**src/debug_break_regs.svh**
```systemverilog
/*
  Offsets, bit positions and reset values of the debug break and
  master control registers. Assumes it is included by bare name.
*/
`ifndef DEBUG_BREAK_REGS_SVH
`define DEBUG_BREAK_REGS_SVH

// Write-space offsets
`define BREAKPOINT_CONTROL_OFFSET   8'h10
`define DEBUG_MASTER_CONTROL_OFFSET 8'h11

// Break control fields
`define BREAK_ON_NEXT_INSTRUCTION_BIT      7
`define CMP2_ENABLE_BIT   5
`define CMP1_ENABLE_BIT   4
`define CMP0_ENABLE_BIT   3
`define CMP1_PAGE_BIT     2
`define CMP0_PAGE_BIT     1
`define SINGLE_STEP_BIT   0

// Master control fields
`define DEBUG_RESET_BIT   7

// Reset values
`define BREAKPOINT_CONTROL_RESET   8'h00
`define DEBUG_MASTER_CONTROL_RESET 8'h00

`endif

```
**src/debug_break_pkg.sv**
```systemverilog
/*
  Types shared by the debug break and reset control block.
  Assumes nothing of its surroundings.
*/
package debug_break_pkg;

  typedef logic [23:0] fetch_addr_t;
  typedef logic [7:0]  reg_byte_t;

endpackage

```
**src/debug_break_ctrl.sv**
```systemverilog
/*
  Debug break and reset control: breakpoint control register,
  master control register, address comparison and single step.
  Assumes the serial link decoder hands over register writes as a
  one-cycle strobe on core_clk_i, and that the processor, the
  comparator byte registers and the reset sequencer sit on the same
  clock, so none of their signals needs a synchroniser.
*/
`timescale 1ns/10ps
`include "debug_break_regs.svh"

module debug_break_ctrl
  import debug_break_pkg::*;
(
  input  wire logic        core_clk_i,
  input  wire logic        sys_rst_i,
  input  wire logic        clk_en_i,
  input  wire logic        reg_wr_i,
  input  wire reg_byte_t   reg_addr_i,
  input  wire reg_byte_t   reg_wdata_i,
  input  wire fetch_addr_t comparator0_addr_i,
  input  wire fetch_addr_t comparator1_addr_i,
  input  wire fetch_addr_t comparator2_addr_i,
  input  wire fetch_addr_t fetch_addr_i,
  input  wire logic        first_opcode_fetch_i,
  input  wire logic        instr_done_i,
  input  wire logic        reset_done_i,
  input  wire logic        cpu_low_power_i,
  output logic             break_req_o,
  output logic             break_on_next_instruction_o,
  output logic             device_reset_o,
  output logic             cpu_wake_o
);

  logic comparator2_break_enable_reg;
  logic comparator1_break_enable_reg;
  logic comparator0_break_enable_reg;
  logic comparator1_page_match_reg;
  logic comparator0_page_match_reg;
  logic single_step_reg;
  logic break_on_next_instruction_reg;
  logic debug_reset_request_reg;
  logic cpu_wake_reg;

  logic wr_brk_ctl;
  logic wr_master_ctl;
  logic cmp0_hit;
  logic cmp1_hit;
  logic cmp2_hit;
  logic addr_hit;
  logic step_hit;
  logic break_hit;

  // Reset images of the two control bytes
  localparam reg_byte_t BRK_CTL_RESET    = `BREAKPOINT_CONTROL_RESET;
  localparam reg_byte_t MASTER_CTL_RESET = `DEBUG_MASTER_CONTROL_RESET;

  // Page mode drops the low byte from the compare
  function automatic logic addr_match(
    input fetch_addr_t addr,
    input fetch_addr_t cmp,
    input logic        page
  );
    logic high_eq;
    logic low_eq;
    high_eq = (addr[23:8] == cmp[23:8]);
    low_eq  = (addr[7:0] == cmp[7:0]);
    return high_eq && (page || low_eq);
  endfunction

  assign wr_brk_ctl    = reg_wr_i &&
                         (reg_addr_i == `BREAKPOINT_CONTROL_OFFSET);
  assign wr_master_ctl = reg_wr_i &&
                         (reg_addr_i == `DEBUG_MASTER_CONTROL_OFFSET);

  // comparator 0 full or page match
  assign cmp0_hit = first_opcode_fetch_i && comparator0_break_enable_reg &&
                    addr_match(fetch_addr_i, comparator0_addr_i,
                               comparator0_page_match_reg);
  // comparator 1 full or page match
  assign cmp1_hit = first_opcode_fetch_i && comparator1_break_enable_reg &&
                    addr_match(fetch_addr_i, comparator1_addr_i,
                               comparator1_page_match_reg);
  assign cmp2_hit = first_opcode_fetch_i && comparator2_break_enable_reg &&
                    addr_match(fetch_addr_i, comparator2_addr_i, 1'b0);

  assign step_hit  = single_step_reg && instr_done_i;
  assign addr_hit  = cmp0_hit || cmp1_hit || cmp2_hit;
  assign break_hit = addr_hit || step_hit;

  assign break_req_o                 = break_hit;
  assign break_on_next_instruction_o = break_on_next_instruction_reg;
  assign device_reset_o              = debug_reset_request_reg;
  assign cpu_wake_o                  = cpu_wake_reg;

  // Breakpoint control fields
  always_ff @(posedge core_clk_i or posedge sys_rst_i)
  begin
    if (sys_rst_i)
    begin
      comparator2_break_enable_reg <= 1'b0;
      comparator1_break_enable_reg <= 1'b0;
      comparator0_break_enable_reg <= 1'b0;
      comparator1_page_match_reg   <= 1'b0;
      comparator0_page_match_reg   <= 1'b0;
      single_step_reg              <= 1'b0;
    end
    else if (clk_en_i && wr_brk_ctl)
    begin
      comparator2_break_enable_reg <= reg_wdata_i[`CMP2_ENABLE_BIT];
      comparator1_break_enable_reg <= reg_wdata_i[`CMP1_ENABLE_BIT];
      comparator0_break_enable_reg <= reg_wdata_i[`CMP0_ENABLE_BIT];
      comparator1_page_match_reg   <= reg_wdata_i[`CMP1_PAGE_BIT];
      comparator0_page_match_reg   <= reg_wdata_i[`CMP0_PAGE_BIT];
      single_step_reg              <= reg_wdata_i[`SINGLE_STEP_BIT];
    end
  end

  // Hardware set beats a host write of zero in the same cycle
  always_ff @(posedge core_clk_i or posedge sys_rst_i)
  begin
    if (sys_rst_i)
    begin
      break_on_next_instruction_reg <= BRK_CTL_RESET[`BREAK_ON_NEXT_INSTRUCTION_BIT];
    end
    else if (clk_en_i)
    begin
      if (break_hit)
      begin
        break_on_next_instruction_reg <= 1'b1;
      end
      else if (wr_brk_ctl)
      begin
        break_on_next_instruction_reg <= reg_wdata_i[`BREAK_ON_NEXT_INSTRUCTION_BIT];
      end
    end
  end

  // Reset request; a new request wins over the done strobe
  always_ff @(posedge core_clk_i or posedge sys_rst_i)
  begin
    if (sys_rst_i)
    begin
      debug_reset_request_reg <= MASTER_CTL_RESET[`DEBUG_RESET_BIT];
    end
    else if (clk_en_i)
    begin
      // one starts reset, zero is no action
      if (wr_master_ctl && reg_wdata_i[`DEBUG_RESET_BIT])
      begin
        debug_reset_request_reg <= 1'b1;
      end
      else if (reset_done_i)
      begin
        debug_reset_request_reg <= 1'b0;
      end
    end
  end

  // Wake pulse; reserved bits carry no meaning so any master control write in low power wakes
  always_ff @(posedge core_clk_i or posedge sys_rst_i)
  begin
    if (sys_rst_i)
    begin
      cpu_wake_reg <= 1'b0;
    end
    else if (clk_en_i)
    begin
      cpu_wake_reg <= wr_master_ctl && cpu_low_power_i;
    end
  end
endmodule

```
**config.mk**
```make
export PLATFORM = sky130hd
export DESIGN_NAME = debug_break_ctrl
export DESIGN_NICKNAME = d
export VERILOG_FILES = /design/src/debug_break_pkg.sv /design/src/debug_break_ctrl.sv
export VERILOG_INCLUDE_DIRS = /design/src
export SDC_FILE = /design/constraint.sdc
export NUM_CORES = 1
export LEC_CHECK = 0
export ABC_AREA = 1
export BUFFER_PORTS_ARGS = -buffer_cell sky130_fd_sc_hd__buf_4
export CORE_MARGIN = 5
export CORE_UTILIZATION = 44
export CTS_CLUSTER_SIZE = 12
export DETAILED_ROUTE_END_ITERATION = 10
export GPL_ROUTABILITY_DRIVEN = 0
export GPL_TIMING_DRIVEN = 0
export HOLD_SLACK_MARGIN = 0.1
export PLACE_DENSITY = 0.91
export SLEW_MARGIN = 5
export SYNTH_ARGS = -nofsm -noshare
export SYNTH_HDL_FRONTEND = slang
export SYNTH_SLANG_ARGS = --single-unit
export TNS_END_PERCENT = 10
```
**constraint.sdc**
```tcl
create_clock -name core_clk_i -period 2.4 [get_ports core_clk_i]
set_input_delay 0.12 -clock core_clk_i [delete_from_list [all_inputs] [get_ports core_clk_i]]
set_output_delay 0.12 -clock core_clk_i [all_outputs]
set_load 0.02 [all_outputs]
```
==> summary.txt <==
DRC - 0
Initial Util - 0.4518
Synth cell types - 21
Core Region - 0.003633 sq mm
Worst-margin pin slew - 410.4 ps
Data arrival time of the worst path - 1430 ps
P_leak - 1.634 nW
CTS clock-pin slew for the worst setup and hold paths - 50 ps
DR pass1 iterations - 4
Mapped Cells - 320
Nature of the critical path endpoint - output pin
Antenna Cells - 0
CP startpoint kind - flip-flop
Die area - 0.005052 sq mm
RSZ-0062 raised after global routing - no
Post_cts resized - 0
Final Total Pwr - 0.0007065 W
Share of layout cells above drive strength 1 - 0.3020
Status - complete, no violations
Final core occ - 0.7359
HPWL after DPL - 5185 microns
Syn_nets - 440
Root Driver - clkbuf_8
Num Clock Sinks - 9
Post-layout minimum cycle time - 1552 ps
# fillers - 298
WL final - 5890 microns
Vias in the first global route - 2169
Vias/cell - 4.673
Grt ovf - 0
Max-Cap Viols - 0
I/O pin count - 124
Nets - 568
CTS tree - yes
Die Ht - 71.08 microns
CTS H-tree lvls - 1
Initial antenna violation count - 0
Max Fanout on Critical Path - 2
Cell Rows - 22
Final hold vios - 0
Clk_skew - 6.492 ps
Slew Viols, Final - 0
CTS Buffer Depth - 2
Num CTS Buffers - 3
Worst vdd ir - 0.3451 mV
Design area - 0.002674 sq mm
Cells after DPL - 490
Setup bufs post-CTS - 0
Setup total negative slack - 0 ps
Post-synthesis sequential area ratio - 0.1372
Max Freq - 0.6442 GHz
Antenna-violating nets left - 0
Drt wl/cell - 11.90 microns
# port buffers - 122
WP data required - 2280 ps
Largest net degree at the start of global routing - 11
Pwr per Cell Area - 264.2 mW/mm^2
Die X - 71.08 microns
Final worst path period share - 0.6468
First-pass GRT wire length - 8990 microns
Yosys warns - 0
Critical path class - reg2out
Finished Layout Cells - 495
Slew HR - 0.7264
Syn avg cell area - 5.130 sq um
Netlist Area Pre-Place - 0.001642 sq mm
GRT Resource Usage Total - 0.2190
DP Area - 0.002618 sq mm
Area grow syn2layout - 62.88%
Vias - 2313
Yosys reg bits - 9
Worst-skew pair later-pin latency - 230 ps
Number of setup violations in the final report - 0
Worst min path class - in2reg
DR iter-0 viols - 96
==> placed cells by master, fill, tap and decap left out, drive strengths merged, types with 5 or more instances in the layout <==
cell,netlist,routed
nand4,7,7
buf,0,122
xnor2,23,23
dfrtp,9,9
or2,5,5
inv,66,66
nand2,133,133
nor2,39,39
o21ai,9,9
nand3,14,14
==> critical path: stages, from the launching register on <==
cell and delay, ps:
dfrtp_1 350, nand2_1 70, nor2_1 100, nand2_1 60, nor2_1 110, nand3_1 70
nor2_1 120, nor2_1 50, nand3_1 100, buf_4 160
==> per-layer routing <==
| metal | up-vias | share of wire | global-route usage |
|---|---|---|---|
| li1 | 1199 | - | - |
| met1 | 991 | 0.39 | 0.2515 |
| met2 | 109 | 0.48 | 0.3986 |
| met3 | 14 | 0.10 | 0.05540 |
| met4 | 0 | 0.024 | 0.06054 |
| met5 | - | 0 | 0 |
==> cell usage after synthesis <==
library cell,number,area [sq um]
nand2_1,132,495.5
inv_1,66,247.7
nor2_1,38,142.6
xnor2_1,23,201.4
nand3_1,13,65.06
dfrtp_1,9,225.2
o21ai_0,9,45.04
nand4_1,7,43.79
or2_2,4,25.02
xor2_1,4,35.03
o22ai_1,3,18.77
a21boi_0,2,15.01
nor3_1,2,10.01
a21oi_2,1,8.760
clkbuf_1,1,3.750
nand2_4,1,11.26
nand3_2,1,10.01
nor2_4,1,11.26
nor3b_2,1,12.51
o21bai_1,1,7.510
or2_1,1,6.260
==> timing repair <==
item / 4_1_cts / 5_1_grt
hold endpoints to repair: 9 / 0
hold buffers: 1 / 0
endpoints found under the setup margin: 0 / 0
==> report_power, final <==
group | switching (W) | internal [W] | total, W
Combinational | 0.000162 | 0.000208 | 0.000370
Clock | 0.0000611 | 0.000113 | 0.000174
Sequential | 0.00000401 | 0.000158 | 0.000162
Total | 0.000227 | 0.000480 | 0.000707
==> logic make-up (layout without fill, tap and decap cells) <==
group,Yosys count,after routing,synth area share
AND/OR/NAND/NOR,201,201,0.5076
buffers and inverters,67,194,0.1532
XOR/XNOR,27,27,0.1441
AO/OA/AOI/OAI,16,16,0.05793
flip-flops,9,9,0.1372
==> final timing paths <==
path | startpoint | endpoint | slack [ps] | depth (start not counted)
max | comparator2_break_enable_reg$_DFFE_PP0P_ | break_req_o | 850 | 9
min | reg_wdata_i[4] | comparator1_break_enable_reg$_DFFE_PP0P_ | 120 | 3
max reg2reg | comparator2_break_enable_reg$_DFFE_PP0P_ | break_on_next_instruction_o$_DFFE_PP0P_ | 1150 | 10
min reg2reg | comparator1_page_match_reg$_DFFE_PP0P_ | comparator1_page_match_reg$_DFFE_PP0P_ | 470 | 2
max in group asynchronous | sys_rst_i | single_step_reg$_DFFE_PP0P_ | 1730 | 3
min in group asynchronous | sys_rst_i | break_on_next_instruction_o$_DFFE_PP0P_ | 410 | 3
==> metrics by stage <==
stage	hold WS [ps]	setup WS [ps]
finish	121.5	847.8
global route	127.4	708.4
CTS	120.1	843.5
detailed placement	103.0	946.5
global placement	97.63	1043
floorplan	-52.08	1219
==> cell type report <==
type	instances	area, sq um	area share
Clock buffer	3	41.29	0.01544
Timing Repair Buffer	123	925.9	0.3463
Tap cell	48	60.06	0.02246
Clock inverter	1	5.005	0.001872
Inverter	66	247.7	0.09265
Sequential cell	9	225.2	0.08423
Buffer	1	3.754	0.001404
Multi-Input combinational cell	244	1165	0.4357
Note: power is estimated with default switching activity, not from simulation.
